`src/verilog/afpd_pkg.sv`:
```
// Constants and carrier types for the host-side fast-page DRAM controller.
// Assumes one 100 MHz system clock and a DRAM module on plain strobe pins.
// Behaviour
// RULE1 - Memory holds 16,777,216 nine-bit words, each at a unique 24-bit address.
// RULE2 - Address goes out as row then column halves of 12 bits, latched by strobes.
// RULE3 - Write enable high selects read, low selects write.
// RULE4 - Device captures write data on the column strobe falling edge.
// RULE5 - Early write keeps device outputs off until the next column cycle.
// RULE6 - Every page cycle starts with a row strobe, then a column strobe.
// RULE7 - Column strobe may repeat under a held row strobe; raising row ends page.
// RULE8 - Both strobes high ends the cycle; device precharges while row is high.
// RULE9 - Controller visits all 4,096 rows at least every 64 ms.
// RULE10 - Counter refresh takes its row from the device internal counter.
// RULE11 - After power-up wait 100 us, then eight refresh cycles before use.
// RULE12 - Column strobe high means device outputs are high impedance.
// RULE13 - With column strobe low, outputs may hold last read data.
// RULE14 - Column strobe pulsed high for precharge time starts a fresh cycle.
// RULE15 - Each read meets the read hold against column or row strobe.
// RULE16 - Late column strobe stretches row access; column access time then governs.
// RULE17 - Only early writes are used; no late or read-modify-write cycles.
// RULE18 - Counter refresh keeps write enable high; low enters test mode.
// RULE19 - Hidden refresh toggles row strobe with column strobe held low.
// RULE20 - Strobe order around counter refresh enables the device refresh counter.
// RULE21 - Ninth bit has own in, out and column strobe, same protocol.
// RULE22 - Row-only refresh pulses row strobe with column strobes held high.
`default_nettype none

package afpd_pkg;
    localparam int ADDR_W     = 24;
    localparam int HALF_W     = 12;
    localparam int DATA_W     = 9;
    localparam int CLK_PS     = 10000;
    localparam int ROWS       = 4096;
    localparam int REF_MS     = 64;
    localparam int WAKE_US    = 100;
    localparam int WAKE_CYC_N = 8;
    // Strobe phase times in ns: row precharge, row-to-column, column pulse, access.
    localparam int T_RP_NS    = 60;
    localparam int T_RCD_NS   = 20;
    localparam int T_CAS_NS   = 20;
    localparam int T_RAC_NS   = 80;
    localparam int T_CP_NS    = 10;
    localparam int T_CSR_NS   = 10;
    localparam int T_RAS_NS   = 80;
    localparam int T_RAH_NS   = 10;
    localparam int TIM_W      = 8;
    localparam logic [TIM_W-1:0] RP_CYC  = TIM_W'((T_RP_NS * 1000 + CLK_PS - 1) / CLK_PS);
    localparam logic [TIM_W-1:0] RCD_CYC = TIM_W'((T_RCD_NS * 1000 + CLK_PS - 1) / CLK_PS);
    localparam logic [TIM_W-1:0] CAS_CYC = TIM_W'((T_CAS_NS * 1000 + CLK_PS - 1) / CLK_PS);
    localparam logic [TIM_W-1:0] RAC_CYC = TIM_W'((T_RAC_NS * 1000 + CLK_PS - 1) / CLK_PS);
    localparam logic [TIM_W-1:0] CP_CYC  = TIM_W'((T_CP_NS * 1000 + CLK_PS - 1) / CLK_PS);
    localparam logic [TIM_W-1:0] CSR_CYC = TIM_W'((T_CSR_NS * 1000 + CLK_PS - 1) / CLK_PS);
    localparam logic [TIM_W-1:0] RAS_CYC = TIM_W'((T_RAS_NS * 1000 + CLK_PS - 1) / CLK_PS);
    localparam logic [TIM_W-1:0] RAH_CYC = TIM_W'((T_RAH_NS * 1000 + CLK_PS - 1) / CLK_PS);
    // Longest refresh spacing rounds down, less slack for an access still running when
    // refresh falls due; wake-up pause rounds up.
    localparam int REF_SLACK    = 32;
    localparam int REF_GAP_DEF  = (REF_MS * 1000000 / (CLK_PS / 1000)) / ROWS - REF_SLACK;
    localparam int WAKE_CYC_DEF = (WAKE_US * 1000000 + CLK_PS - 1) / CLK_PS;
    localparam int LONG_W       = 20;

    typedef struct packed {
        logic              write;
        logic [ADDR_W-1:0] addr;
        logic [DATA_W-1:0] wdata;
    } afpd_req_t;

    typedef struct packed {
        logic              ras_n;
        logic              cas_n;
        logic              ninth_bit_column_strobe_n;
        logic              we_n;
        logic [HALF_W-1:0] addr;
    } afpd_pins_t;
endpackage : afpd_pkg

`default_nettype wire

```
`src/verilog/afpd_ctrl.sv`:
```
// Host controller driving a fast-page DRAM module through its strobe pins.
// Assumes a synchronous requester on clk_sys and a module wired to pins directly.
`default_nettype none

module afpd_ctrl #(
    parameter int REF_GAP  = afpd_pkg::REF_GAP_DEF,
    parameter int WAKE_CYC = afpd_pkg::WAKE_CYC_DEF
) (
    input  wire logic                       clk_sys,
    input  wire logic                       rst_n,
    input  wire afpd_pkg::afpd_req_t        req,
    input  wire logic                       req_valid,
    output logic                            req_ready,
    output logic [afpd_pkg::DATA_W-1:0]     rd_data,
    output logic                            rd_valid,
    output logic                            init_done,
    output afpd_pkg::afpd_pins_t            pins,
    output logic [7:0]                      shared_data_bits_o,
    output logic [7:0]                      shared_data_bits_oe,
    input  wire logic [7:0]                 shared_data_bits_i,
    output logic                            ninth_bit_data_in,
    input  wire logic                       ninth_bit_data_out
);
    import afpd_pkg::*;

    typedef enum logic [3:0] {
        S_WAKE, S_IDLE, S_PRE, S_ROW, S_COL, S_CPRE, S_CBR_CAS, S_CBR_RAS, S_CBR_END
    } afpd_state_t;

    afpd_state_t          state_r;
    logic [TIM_W-1:0]     tim_r;
    logic [LONG_W-1:0]    long_r;
    logic [3:0]           wake_left_r;
    logic                 ref_due_r;
    logic                 page_open_r;
    logic [HALF_W-1:0]    row_r;
    logic                 wr_r;
    logic [HALF_W-1:0]    col_r;
    logic [DATA_W-1:0]    wd_r;
    logic [DATA_W-1:0]    din_s1_r;
    logic [DATA_W-1:0]    din_s2_r;
    logic                 sample_r;

    // Pin data passes two flops; the strobe timing hides this lag.
    always_ff @(posedge clk_sys or negedge rst_n) begin
        if (!rst_n) begin
            din_s1_r <= '0;
            din_s2_r <= '0;
        end else begin
            din_s1_r <= {ninth_bit_data_out, shared_data_bits_i};
            din_s2_r <= din_s1_r;
        end
    end

    // Refresh pacing and the power-up pause share one long counter.
    always_ff @(posedge clk_sys or negedge rst_n) begin
        if (!rst_n) begin
            long_r    <= '0;
            ref_due_r <= 1'b0;
        end else if (state_r == S_WAKE && wake_left_r == WAKE_CYC_N[3:0]) begin
            if (long_r != LONG_W'(WAKE_CYC)) long_r <= long_r + 1'b1; // RULE11
        end else if (state_r == S_CBR_RAS) begin
            long_r    <= '0;
            ref_due_r <= 1'b0;
        end else if (long_r >= LONG_W'(REF_GAP - 1)) begin
            ref_due_r <= 1'b1; // RULE9
        end else begin
            long_r <= long_r + 1'b1;
        end
    end

    // Page hits stay under the open row; anything else closes it first.
    wire page_hit = page_open_r && req.addr[ADDR_W-1:HALF_W] == row_r; // RULE7
    wire take     = req_valid && req_ready;

    always_ff @(posedge clk_sys or negedge rst_n) begin
        if (!rst_n) begin
            state_r     <= S_WAKE;
            tim_r       <= '0;
            wake_left_r <= WAKE_CYC_N[3:0];
            page_open_r <= 1'b0;
            row_r       <= '0;
            col_r       <= '0;
            wr_r        <= 1'b0;
            wd_r        <= '0;
            sample_r    <= 1'b0;
        end else begin
            sample_r <= 1'b0;
            if (tim_r != '0) begin
                tim_r <= tim_r - 1'b1;
            end else begin
                unique case (state_r)
                    S_WAKE: begin
                        if (long_r == LONG_W'(WAKE_CYC)) begin
                            state_r <= S_CBR_CAS;
                            tim_r   <= RP_CYC;
                        end
                    end
                    S_IDLE: begin
                        // Refresh starts from idle strobes only: no hidden or row-only cycles.
                        if (ref_due_r) begin
                            page_open_r <= 1'b0;
                            state_r     <= S_CBR_CAS; // RULE9 RULE19 RULE22
                            tim_r       <= RP_CYC;
                        end else if (take) begin
                            {wr_r, row_r, col_r, wd_r} <= req; // RULE2
                            if (page_hit) begin
                                // One set-up cycle puts address, data and write enable ahead of
                                // the column strobe.
                                state_r <= S_ROW; // RULE7
                                tim_r   <= '0;
                            end else if (page_open_r) begin
                                page_open_r <= 1'b0;
                                state_r     <= S_PRE; // RULE8
                                tim_r       <= RP_CYC;
                            end else begin
                                state_r <= S_ROW; // RULE6
                                tim_r   <= RCD_CYC;
                            end
                        end
                    end
                    S_PRE: begin
                        state_r <= S_ROW;
                        tim_r   <= RCD_CYC;
                    end
                    S_ROW: begin
                        page_open_r <= 1'b1;
                        state_r     <= S_COL;
                        tim_r       <= page_open_r ? CAS_CYC : RAC_CYC - RCD_CYC; // RULE16
                    end
                    S_COL: begin
                        sample_r <= !wr_r;
                        state_r  <= S_CPRE;
                        tim_r    <= CP_CYC; // RULE14
                    end
                    S_CPRE: state_r <= S_IDLE;
                    S_CBR_CAS: begin
                        state_r <= S_CBR_RAS;
                        tim_r   <= CSR_CYC;
                    end
                    S_CBR_RAS: begin
                        state_r <= S_CBR_END;
                        tim_r   <= RAS_CYC;
                    end
                    S_CBR_END: begin
                        tim_r <= RP_CYC; // RULE8
                        if (wake_left_r != '0) begin
                            wake_left_r <= wake_left_r - 1'b1;
                            state_r     <= (wake_left_r == 4'h1) ? S_IDLE : S_CBR_CAS; // RULE11
                        end else begin
                            state_r <= S_IDLE;
                        end
                    end
                endcase
            end
        end
    end

    // Pin drive: every output comes from a flop.
    always_ff @(posedge clk_sys or negedge rst_n) begin
        if (!rst_n) begin
            pins                <= '{1'b1, 1'b1, 1'b1, 1'b1, '0};
            shared_data_bits_o  <= '0;
            shared_data_bits_oe <= '0;
            ninth_bit_data_in   <= 1'b0;
        end else begin
            unique case (state_r)
                S_ROW: begin
                    pins.ras_n <= 1'b0;
                    pins.addr  <= (tim_r < RCD_CYC - RAH_CYC) ? col_r : row_r; // RULE2
                    pins.we_n  <= !wr_r; // RULE3 RULE17
                    {ninth_bit_data_in, shared_data_bits_o} <= wd_r;
                    shared_data_bits_oe <= {8{wr_r}};
                end
                S_COL: begin
                    pins.ras_n  <= 1'b0;
                    pins.addr   <= col_r;
                    pins.we_n   <= !wr_r; // RULE17
                    pins.cas_n  <= 1'b0; // RULE4 RULE21
                    pins.ninth_bit_column_strobe_n <= 1'b0;
                    {ninth_bit_data_in, shared_data_bits_o} <= wd_r;
                    shared_data_bits_oe <= {8{wr_r}};
                end
                S_CPRE, S_IDLE: begin
                    pins.cas_n  <= 1'b1; // RULE12
                    pins.ninth_bit_column_strobe_n <= 1'b1;
                    pins.ras_n  <= !page_open_r;
                    pins.we_n   <= 1'b1; // RULE15
                    shared_data_bits_oe <= '0;
                end
                S_CBR_CAS: begin
                    pins.ras_n  <= 1'b1;
                    pins.we_n   <= 1'b1; // RULE18
                    pins.cas_n  <= (tim_r == '0) ? 1'b0 : 1'b1; // RULE10 RULE20
                    pins.ninth_bit_column_strobe_n <= (tim_r == '0) ? 1'b0 : 1'b1;
                    shared_data_bits_oe <= '0;
                end
                S_CBR_RAS: pins.ras_n <= (tim_r == '0) ? 1'b0 : 1'b1;
                S_CBR_END: begin
                    // Column strobe stays low until the row strobe rises, covering the hold time.
                    pins.cas_n <= (tim_r == '0) ? 1'b1 : 1'b0; // RULE20
                    pins.ninth_bit_column_strobe_n <= (tim_r == '0) ? 1'b1 : 1'b0;
                    pins.ras_n <= (tim_r == '0) ? 1'b1 : 1'b0;
                end
                default: begin
                    pins.ras_n <= 1'b1;
                    pins.cas_n <= 1'b1;
                    pins.ninth_bit_column_strobe_n <= 1'b1;
                    pins.we_n  <= 1'b1;
                    shared_data_bits_oe <= '0;
                end
            endcase
        end
    end

    // Read data is sampled while the column strobe is still low.
    always_ff @(posedge clk_sys or negedge rst_n) begin
        if (!rst_n) begin
            rd_data   <= '0;
            rd_valid  <= 1'b0;
            req_ready <= 1'b0;
            init_done <= 1'b0;
        end else begin
            rd_valid  <= sample_r; // RULE13
            if (sample_r) rd_data <= din_s2_r;
            req_ready <= state_r == S_IDLE && !ref_due_r && !take && tim_r == '0
                         && long_r < LONG_W'(REF_GAP - 1);
            if (state_r == S_IDLE) init_done <= 1'b1;
        end
    end
endmodule : afpd_ctrl

`default_nettype wire

```
`config.mk`:
```
export PLATFORM = sky130hd
export DESIGN_NAME = afpd_ctrl
export DESIGN_NICKNAME = d
export VERILOG_FILES = /design/src/verilog/afpd_pkg.sv /design/src/verilog/afpd_ctrl.sv
export SDC_FILE = /design/constraint.sdc
export NUM_CORES = 1
export LEC_CHECK = 0
export ABC_AREA = 0
export BUFFER_PORTS_ARGS = -buffer_cell sky130_fd_sc_hd__buf_2
export CAP_MARGIN = 25
export CORE_MARGIN = 10
export CORE_UTILIZATION = 23
export DETAILED_ROUTE_END_ITERATION = 10
export PLACE_DENSITY = 0.39
export SKIP_CTS_REPAIR_TIMING = 1
export SLEW_MARGIN = 20
export SYNTH_ARGS = -nofsm -noshare
export SYNTH_HDL_FRONTEND = slang
export SYNTH_SLANG_ARGS = --single-unit
```
`constraint.sdc`:
```
create_clock -name clk_sys -period 3.15 [get_ports clk_sys]
set_clock_uncertainty 0.1 [all_clocks]
set_input_delay 0.63 -clock clk_sys [delete_from_list [all_inputs] [get_ports clk_sys]]
set_output_delay 0.63 -clock clk_sys [all_outputs]
set_load 0.02 [all_outputs]
```
=== Word level (Yosys, flattened, before mapping) ===
Index checks and enable logic that the tools add are counted.

* Input bits: 46
* Word-level logic and storage cells: 121
* Bits in registers: 136

* Bitwise operators: 3
* Reductions and logical operators: 31
* Multiplexer cells: 36
* Order comparisons: 3
* Add/subtract/negate cells: 3
* Equal/unequal tests: 20

{| class="wikitable"
|+ Operator list
! operator !! number
|-
| 20-bit 2-to-1 mux || 4
|-
| 8-bit case mux with 7 select lines || 1
|-
| 4-bit case mux with 9 select lines || 1
|-
| 8-bit 2-to-1 mux || 4
|-
| 12-bit case mux with 2 select lines || 1
|-
| 20-bit by 1-bit adder with 20-bit output (second input constant) || 1
|-
| 20-bit by 14-bit == test with 1-bit output (second input constant) || 1
|-
| 20-bit by 11-bit >= comparator with 1-bit output (second input constant) || 1
|-
| 20-bit by 11-bit less-than comparator with 1-bit output (second input constant) || 1
|-
| 20-bit by 14-bit inequality test with 1-bit output (second input constant) || 1
|-
| 4-bit by 3-bit == test with 1-bit output (second input constant) || 4
|-
| 8-bit case mux with 2 select lines || 1
|-
| 8-bit nonzero test || 2
|-
| 3-bit 2-to-1 mux || 5
|-
| 12-bit == test || 1
|-
| 12-bit 2-to-1 mux || 1
|-
| 4-bit 2-to-1 mux || 3
|-
| 1-bit 2-to-1 mux || 11
|-
| 2-bit OR reduction || 5
|-
| 3-bit inequality test (second input constant) || 3
|-
| 3-bit AND reduction || 3
|-
| 4-bit by 1-bit == test with 1-bit output (second input constant) || 2
|-
| 4-bit by 2-bit == test with 1-bit output (second input constant) || 2
|-
| 4-bit == test (second input constant) || 2
|-
| other kinds (18) || 35
|}

=== Depth between registers and ports, before layout ===
Gate-level depths: netlist of the first run.

* Word-level depth: 7
* Mapped depth: 9
* Mapped depth without buffers: 8

=== Worst setup path after synthesis of the first run ===
Ideal clock, no wire load.

* Path type: register to register
* From: register tim_r[0]
* To: register col_r[0]
* Setup slack: 0.960 ns
* Arrival: 1.965 ns
* Cell stages (with the launch flop): 8
* Data required time: 2.925 ns
* Cell sequence: dfrtp_1 > inv_1 > ha_1 > nor2b_1 > nand3_1 > nor4_4 > buf_4 > mux2_2

* Longest elaborated chain between the ends: 3

{| class="wikitable"
|+ RTL lines
! element !! line !! source
|-
| start: declaration || afpd_ctrl.sv:31 || <nowiki>logic [TIM_W-1:0] tim_r;</nowiki>
|-
| start signal: assignment || afpd_ctrl.sv:90 || <nowiki>tim_r <= tim_r - 1'b1;</nowiki>
|-
| start signal: assignment || afpd_ctrl.sv:129 || <nowiki>tim_r <= page_open_r ? CAS_CYC : RAC_CYC - RCD_CYC;</nowiki>
|-
| 8-bit nonzero test || afpd_ctrl.sv:89 || <nowiki>if (tim_r != '0) begin</nowiki>
|-
| 1-bit inverter (no source line) || - ||
|-
| 4-bit AND reduction (no source line) || - ||
|-
| end signal: assignment || afpd_ctrl.sv:106 || <nowiki>{wr_r, row_r, col_r, wd_r} <= req;</nowiki>
|-
| end: declaration || afpd_ctrl.sv:38 || <nowiki>logic [HALF_W-1:0] col_r;</nowiki>
|}

No other way between the ends.
A chain may end at the register's enable or synchronous reset.

=== Final worst setup path of the first run ===
* From: register tim_r[0]
* To: register wd_r[1]

* Longest elaborated chain between the ends: 3

{| class="wikitable"
|+ RTL lines
! element !! line !! source
|-
| 8-bit nonzero test || afpd_ctrl.sv:89 ||
|-
| 1-bit inverter (no source line) || - ||
|-
| 4-bit AND reduction (no source line) || - ||
|-
| end signal: assignment || afpd_ctrl.sv:106 ||
|-
| end: declaration || afpd_ctrl.sv:39 || <nowiki>logic [DATA_W-1:0] wd_r;</nowiki>
|}

No other way between the ends.

==> results of run 1 <==
## synth_stat cells (11+ instances only)
master and instances:
xor2_1 14, nor2_1 51, dfrtp_1 124, xnor2_1 15, a21oi_1 32, mux2i_1 12, o21ai_0 15, nor3_1 15
buf_4 13, nand2_1 32, mux2_2 52, nand3_1 13, clkbuf_1 11
## worst max-delay path: stages (launching register included)
cell and delay, ps:
dfrtp_1 430, inv_1 100, ha_1 170, nor2b_1 210, nand3_1 90, buf_4 210, nor4_4 310, buf_12 270
mux2_2 360
## path summary, 6_finish.rpt
kind                                     from           to  slack (ps)  cells past startpoint
setup reg to reg                     tim_r[0]      wd_r[1]         770                      8
min in group clk_sys       ninth_bit_data_out  din_s1_r[8]         210                      1
max in group asynchronous               rst_n    long_r[7]        2000                      2
setup / recovery                     tim_r[0]      wd_r[1]         770                      8
hold reg to reg                   din_s1_r[1]  din_s2_r[1]         240                      0
hold / removal                          rst_n   long_r[16]         130                      1
## cell type report
type,instances,area share [%]
repair buffers,99,7.59
flip-flops and latches,128,44.3
clock buffers,18,5.93
diodes,1,0.0346
well taps,330,5.70
inverters,8,0.415
multi-input cells,343,34.0
clock inverters,14,2.00
## through the flow
| step | cells | worst slack (ps) | instance area, um^2 | util (%) | hold slack [ps] |
|---|---|---|---|---|---|
| after floorplan | 508 | 960 | 5860 | - | 231 |
| after global placement | 908 | 771 | 6660 | 26.5 | 232 |
| after detailed placement | 908 | 735 | 6660 | 26.5 | 236 |
| after CTS | 940 | 729 | 7240 | 28.8 | 157 |
| after global routing | 940 | 491 | 7240 | 28.8 | 174 |
| final | 941 | 766 | 7240 | 28.8 | 128 |
## cell families after synthesis
| family | after synthesis |
|---|---|
| DFF | 128 |
| buffers and inverters | 37 |
| adders and majority gates | 8 |
| xor gates and xnor gates | 29 |
| and+or+nand+nor | 168 |
| AOI/OAI and AO/OA | 73 |
| muxes | 65 |
## power by group through the flow
stage               sequential, uW  combinational [uW]  clock, uW
global route                  2270                1610       2080
finish                        2220                1420       1920
detailed placement            2250                1460          0
CTS                           2220                1460       1990
global placement              2240                1440          0
floorplan                     2390                 804          0
## state kept, by name, summed over array words and instances, names as in the netlist, 9 cells and up
name	count
col_r	12
din_s1_r	9
din_s2_r	9
long_r	20
pins	15
rd_data	9
row_r	12
wd_r	9
## per-layer routing
| layer | track usage [%] | up-vias | wire, um |
|---|---|---|---|
| met5 | 0 | - | 0 |
| met4 | 3.27 | 0 | 170 |
| met3 | 3.29 | 9 | 728 |
| met2 | 15.0 | 76 | 6840 |
| met1 | 10.8 | 2046 | 6540 |
| li1 | - | 1970 | - |
==> impl_metrics.toml, run 1 <==
[timing]
finalMaxSlewViolations = 0
final_hold_viol_count = 0
period_needed_ps = 2380
clock.fmax_ghz = 0.420
worst_pin_slew_ps = 750
tns_ps = 0
rsz0062_at_grt = "false"
period_share_pct = 75.7
setup_viol = 0
slew_headroom_pct = 50.0

[floorplan]
die_w_um = 180
dieArea_um2 = 32300
pin_count = 91
row_count = 58
core_area_um2 = 25100
initial_utilization_pct = 23.4
die_y_um = 180

[route]
drtPass1Iterations = 4
drtIter0Drc = 208
drt-vias-per-instance = 4.36
vias = 4101
ant_nets = 0
wl_per_cell_um = 15.2
drc_errors = 0
totalWireLength_um = 14300

[yosys]
yosysUniqueCellTypes = 58
ys_async_sr_fraction_pct = 100
syn-cell-area_um2 = 5860
synth_top_family_by_area = "simple AND/OR/NAND/NOR gates"
yosys_warnings = 0
synthFlopType = "dfrtp_1"
synth_cells = 508
synthMuxAreaShare_pct = 12.2
synth_xor_area_share_pct = 4.33
synth_edf_count = 0
synthTopCellsByArea = "dfrtp_1, mux2_2, nor2_1"
yosys.area_share.simple_pct = 15.9
synth_top_cell_by_area = "dfrtp_1"
syn_nets = 562
synth_seq_cells = 128
synth_compound_area_share_pct = 7.73
avgSynthCellArea_um2 = 11.5
synth-adder-area-share_pct = 1.71
yosysTopAreaCellShare_pct = 52.9
seq_area_frac_synth_pct = 54.7

[worst_setup_path]
cp.required_ps = 3350
critPathLaunchType = "flop"
setup.worst_path.class = "flop to flop"
cp.arrival_ps = 2580
path_max_fanout = 34
cp-end-kind = "flop"

[placement]
port_buffers = 90
gp_congestion = 0.750
hpwl_um = 10100

[power_and_ir_drop]
p_sw_uw = 1910
comb_power_share_pct = 25.6
powerDensity_nw_per_um2 = 767
totalPowerFinal_uw = 5560
swShare_pct = 34.3
power.leakage_uw = 0.00328
p_clk_share_pct = 34.5
peakVddDrop_mv = 0.396
internal_power_uw = 3650
seq_power_share_pct = 39.9

[layout]
final_cell_mix = "dfrtp_1, buf_2, mux2_2"
finalNetCount = 651
drive_gt1_share_pct = 33.6
fillers = 2675
multi_input_area_um2 = 2460
syn_to_final_growth_pct = 23.5
seq_area_um2 = 3210
final_common_cell = "dfrtp_1"

[grt]
grt_max_degree = 78
grt_first_pass_wirelength_um = 24000
grt_usage_pct = 9.14
grt_pass1_vias = 4478
antenna_found_initial = 1
overflow = 0

[clocking]
insertion_delay_ps = 410
cts_tree = "built"
cts_max_level = 4
root_buffer = "clkbuf_16"
cts_buffer_depth = 2
clkTransAtPathRegs_ps = 60
numCtsBuffers = 17
cts.sinks = 128

[status]
status = "finished, final reports clean"

[run]
maxCapViolations = 0

[min_path]
hold_class = "input port to async pin"
Power figures use the tool's default switching activity.
==> inputs of run 2 (changes only) <==
--- a/config.mk
+++ b/config.mk
@@ -5,13 +5,13 @@
 export SDC_FILE = /design/constraint.sdc
 export NUM_CORES = 1
 export LEC_CHECK = 0
-export ABC_AREA = 0
+export ABC_AREA = 1
 export BUFFER_PORTS_ARGS = -buffer_cell sky130_fd_sc_hd__buf_2
 export CAP_MARGIN = 25
 export CORE_MARGIN = 10
 export CORE_UTILIZATION = 23
 export DETAILED_ROUTE_END_ITERATION = 10
-export PLACE_DENSITY = 0.39
+export PLACE_DENSITY = 0.4
 export SKIP_CTS_REPAIR_TIMING = 1
 export SLEW_MARGIN = 20
 export SYNTH_ARGS = -nofsm -noshare
==> constraint.sdc (replaced) <==
create_clock -name clk_sys -period 2.1 [get_ports clk_sys]
set_clock_uncertainty 0.1 [all_clocks]
set_input_delay 0.42 -clock clk_sys [delete_from_list [all_inputs] [get_ports clk_sys]]
set_output_delay 0.42 -clock clk_sys [all_outputs]
set_load 0.02 [all_outputs]
==> run 2 against run 1 <==
Total power grew 64%. Combinational power grew 96%. Largest cell class unchanged. Largest power group unchanged. Wire length grew 16%. Sequential power grew 47%. First-iteration DRC count grew 5.8%. Highest routed layer unchanged. Non-clock buffer count grew 24. Die area grew 5.0%. Global-route usage grew 0.75 points. Cell count grew 28%.
==> impl_metrics.toml, run 2 <==
[layout]
final_cell_mix = "nand2_1, dfrtp_1, buf_2"
utilization_pct = 29.4
final_common_cell = "nand2_1"
stdcell_area_um2 = 7860
num_antenna_cells = 0
largest_reg_flops = 20
drive_gt1_share_pct = 21.9
reg_top3 = "long_r (20), pins (15)"
finalNetCount = 908
largest-register = "long_r"
syn_to_final_growth_pct = 26.8

[yosys]
syn-cell-area_um2 = 6200
synthFlopType = "dfrtp_1"
synth_top_cell_by_area = "dfrtp_1"
seq_area_frac_synth_pct = 51.8
synth_most_common_cell = "nand2_1"
yosysTopAreaCellShare_pct = 50.1
yosys_warnings = 0
synth_cells = 740
synth_edf_count = 0
synth_seq_cells = 128
synth_commonest_cells = "nand2_1, dfrtp_1, inv_1"
syn_nets = 794
yosysUniqueCellTypes = 39
synthTopCellsByArea = "dfrtp_1, nand2_1, inv_1"
ys_async_sr_fraction_pct = 100
avgSynthCellArea_um2 = 8.37

[power_and_ir_drop]
power.leakage_uw = 0.00400
p_sw_uw = 3300
powerDensity_nw_per_um2 = 1160
seq_power_share_pct = 35.8
totalPowerFinal_uw = 9120
swShare_pct = 36.2
comb_power_share_pct = 30.6
peakVddDrop_mv = 0.519
p_clk_share_pct = 33.5
internal_power_uw = 5820

[route]
wl_per_cell_um = 13.7
drtIter0Drc = 220
drt-vias-per-instance = 4.22
drc_errors = 0
totalWireLength_um = 16500
ant_nets = 0
vias = 5091
drtPass1Iterations = 4

[floorplan]
dieArea_um2 = 33900
row_count = 60
pin_count = 91
die_w_um = 184
initial_utilization_pct = 23.2
core_area_um2 = 26700
die_y_um = 184

[grt]
overflow = 0
grt_max_degree = 53
grt_usage_pct = 9.89
grt_first_pass_wirelength_um = 26800
antenna_found_initial = 0
grt_pass1_vias = 5042

[timing]
tns_ps = 0
clock.fmax_ghz = 0.517
period_needed_ps = 1940
rsz0062_at_grt = "false"
worst_pin_slew_ps = 512
final_hold_viol_count = 0
period_share_pct = 92.2
finalMaxSlewViolations = 0
slew_headroom_pct = 65.8
setup_viol = 0

[clocking]
cts_max_level = 4
root_buffer = "clkbuf_16"
insertion_delay_ps = 420
cts_buffer_depth = 2
cts_tree = "built"
numCtsBuffers = 17
cts.sinks = 128
clkTransAtPathRegs_ps = 60

[worst_setup_path]
cp.required_ps = 2350
cp.arrival_ps = 2180
path_max_fanout = 11
critPathLaunchType = "flop"
cp-end-kind = "flop"
setup.worst_path.class = "flop to flop"
reg2reg_depth = 10

[placement]
hpwl_um = 12200
placed_area_um2 = 7180
gp_congestion = 0.832
port_buffers = 90

[min_path]
hold_depth = 1
hold_class = "input port to flop"

[status]
status = "finished, final reports clean"

[run]
maxCapViolations = 0
## run 2: area by class of cell
class                           count  area (um^2)
Fill cell                        2866        18900
Sequential cell                   128         3210
Multi-Input combinational cell    501         2540
Timing Repair Buffer              123          767
Clock buffer                       19          443
Tap cell                          341          427
Inverter                           83          312
Clock inverter                     12          160
## run 2: worst max-delay path, stage by stage, from the launching register on
cell	delay, ps
dfrtp_1	410
inv_1	110
ha_1	170
nand3_1	80
nor2_1	120
nand3b_1	170
or2_1	310
nand2_1	110
buf_4	180
nand2_1	60
nand2_1	60
## run 2: power by group through the flow
stage	Combinational, uW	Sequential [uW]	Clock, uW
2_1_floorplan	1700	3480	0
3_3_place_gp	2850	3320	0
3_5_place_dp	2830	3320	0
4_1_cts	2850	3280	3150
5_1_grt	3180	3350	3260
6_report	2790	3270	3060
## run 2: per-stage QoR
stage / hold WS [ps] / worst slack, ps / cells
4_1_cts: -140 / 47.0 / 1202
6_report: 9.23 / 164 / 1207
3_5_place_dp: 236 / 67.6 / 1171
3_3_place_gp: 231 / 77.4 / 1171
2_1_floorplan: 24.4 / 266 / 740
5_1_grt: 0.829 / 1.74 / 1207
## run 2: cells by family (layout without fill, tap and decap cells)
family	after synthesis	count (layout)	synth area share, %
xor+xnor	18	18	2.54
mux	21	21	3.82
flops	128	128	51.8
fa+ha+maj	8	8	1.62
buf+inv	111	237	7.67
simple gates	379	379	25.8
compound gates	75	75	6.75
## run 2: path summary, 6_finish.rpt
kind / start / to / slack, ps
worst min register to register: din_s1_r[2] / din_s2_r[2] / 250
max in group asynchronous: rst_n / pins[14] / 830
worst max-delay path: long_r[1] / long_r[10] / 160
worst max register to register: long_r[1] / long_r[10] / 160
min in group asynchronous: rst_n / wd_r[0] / 430
worst min-delay path: ninth_bit_data_out / din_s1_r[8] / 9
## run 2: per-layer routing
metal  track usage, %  routed length, um  up-vias
li1                 -                  -     2583
met1             12.9               8180     2407
met2             15.6               7410       86
met3             2.56                723       15
met4             3.31                210        0
met5                0                  0        -
==> inputs of run 3 (changes only) <==
--- a/config.mk
+++ b/config.mk
@@ -12,6 +12,7 @@
 export CORE_UTILIZATION = 23
 export DETAILED_ROUTE_END_ITERATION = 10
 export PLACE_DENSITY = 0.4
+export RECOVER_POWER = 50
 export SKIP_CTS_REPAIR_TIMING = 1
 export SLEW_MARGIN = 20
 export SYNTH_ARGS = -nofsm -noshare
==> constraint.sdc (replaced) <==
create_clock -name clk_sys -period 2.1 [get_ports clk_sys]
set_clock_uncertainty 0.1 [all_clocks]
set_input_delay 0 -clock clk_sys [delete_from_list [all_inputs] [get_ports clk_sys]]
set_output_delay 0 -clock clk_sys [all_outputs]
set_load 0.02 [all_outputs]
==> run 3 against run 2 <==
Sequential cell count is the same. Register-to-register slack hardly changed. Global-route usage rose by 0.18 points. Sequential share of layout area shrank 1.6 points. Critical path depth grew 1. Sequential power barely moved. First-iteration DRC count is 70% higher. Via count up 1.4%. Die area unchanged. Clock power down 4%. Wire length grew 1.5%. Critical path type unchanged.
==> impl_metrics.toml, run 3 (synthesis gave the netlist of run 2 again) <==
[grt]
grt_max_degree = 57
grt_usage_pct = 10.1
antenna_found_initial = 0
overflow = 0
grt_pass1_vias = 5001
grt_first_pass_wirelength_um = 27100

[route]
totalWireLength_um = 16800
drtIter0Drc = 374
ant_nets = 0
drtPass1Iterations = 4
drt-vias-per-instance = 4.15
drc_errors = 0
vias = 5160
wl_per_cell_um = 13.5

[run]
maxCapViolations = 0

[placement]
gp_congestion = 0.820
hpwl_um = 12100
dp_cells = 1167
pre_cts_ws_ps = 88.3
port_buffers = 90

[worst_setup_path]
crit_buf_inv = 1
setup.worst_path.class = "flop to flop"
cp-end-kind = "flop"
cp.required_ps = 2310
path_delay_family = "simple AND/OR/NAND/NOR gates"
path_cells = "nor2_1, nand3_1, nor2_2, nand3_1, nor2_2, nand2_1, nand2_2, nand2_1, buf_4, nand2_1, nand2_1"
max_stage_delay_ps = 430
crit_path_frequent_cell = "nand2_1"
critPathLaunchType = "flop"
path_max_fanout = 11
cp.arrival_ps = 2140
crit_slowest_cell = "dfrtp_1"

[timing]
final_hold_viol_count = 0
finalMaxSlewViolations = 0
period_share_pct = 92.1
clock.fmax_ghz = 0.517
hold_slack_ps = 44.3
slew_headroom_pct = 7.59
period_needed_ps = 1930
setup_ws_ps = 165
setup_viol = 0
worst_pin_slew_ps = 1390
rsz0062_at_grt = "true"
tns_ps = 0

[clocking]
insertion_delay_ps = 420
cts_buffer_depth = 2
cts_tree = "built"
numCtsBuffers = 17
clkTransAtPathRegs_ps = 60
cts_max_level = 4
cts.sinks = 128
root_buffer = "clkbuf_16"

[floorplan]
row_count = 60
dieArea_um2 = 33900
initial_utilization_pct = 23.2
die_w_um = 184
die_y_um = 184
pin_count = 91
core_area_um2 = 26700

[layout]
final_cell_mix = "nand2_1, dfrtp_1, buf_2"
num_antenna_cells = 0
multi_input_area_um2 = 2530
final_common_cell = "nand2_1"
seq_area_um2 = 3210
largest-register = "long_r"
largest_reg_flops = 20
syn_to_final_growth_pct = 31.9
finalNetCount = 943
reg_top3 = "long_r (20), pins (15)"
final_cell_count_no_fill = 1243
fillers = 2826
drive_gt1_share_pct = 20.4

[power_and_ir_drop]
powerDensity_nw_per_um2 = 1110
peakVddDrop_mv = 0.575
power.leakage_uw = 0.00414
totalPowerFinal_uw = 9040

[status]
status = "finished, final reports clean"

[min_path]
hold_class = "input port to flop"
==> run 3: layer usage <==
layer	vias up	GRT usage [%]	share of wire, %
met5	-	0	0
met4	0	3.24	0.92
met3	11	2.87	4.7
met2	97	15.5	45
met1	2393	13.3	49
li1	2659	-	-
==> run 3: final cells by class <==
type | instances | area share (%)
clock buffer | 18 | 5.37
tap | 341 | 5.22
inverter | 83 | 3.81
multi-input combinational | 501 | 31.0
timing repair buffer | 158 | 13.7
sequential | 128 | 39.3
clock inverter | 14 | 1.73
==> run 3: through the flow <==
step,area (um^2),util (%)
detailed placement,7150,26.7
floorplan,6200,-
finish,8170,30.6
global placement,7150,26.7
global route,8170,30.6
CTS,7730,28.9
==> run 3: worst paths after layout <==
path                              from               endpoint  slack (ps)  cells past startpoint
setup / recovery            long_r[16]              long_r[9]         170                     11
hold / removal               req_valid              req_ready          40                      5
setup reg to reg            long_r[16]              long_r[9]         170                     11
hold reg to reg            din_s1_r[5]            din_s2_r[5]         240                      0
max in group asynchronous        rst_n         wake_left_r[3]         380                      3
min in group asynchronous        rst_n  shared_data_bits_o[0]         350                      2
==> run 3: worst register-to-register path, stage by stage, from the launching register on <==
cell     delay (ps)
dfrtp_1         430
nor2_1          120
nand3_1         140
nor2_2          160
nand3_1         100
nor2_2          180
nand2_1         100
nand2_2         110
nand2_1          80
buf_4           190
nand2_1          70
nand2_1          50
==> run 3: report_power, final <==
part / switching [uW] / internal [uW] / leakage, uW / total (uW)
combinational: 1800 / 1040 / 0.00226 / 2840
clock: 1230 / 1700 / 0.000285 / 2930
sequential: 348 / 2930 / 0.00160 / 3270
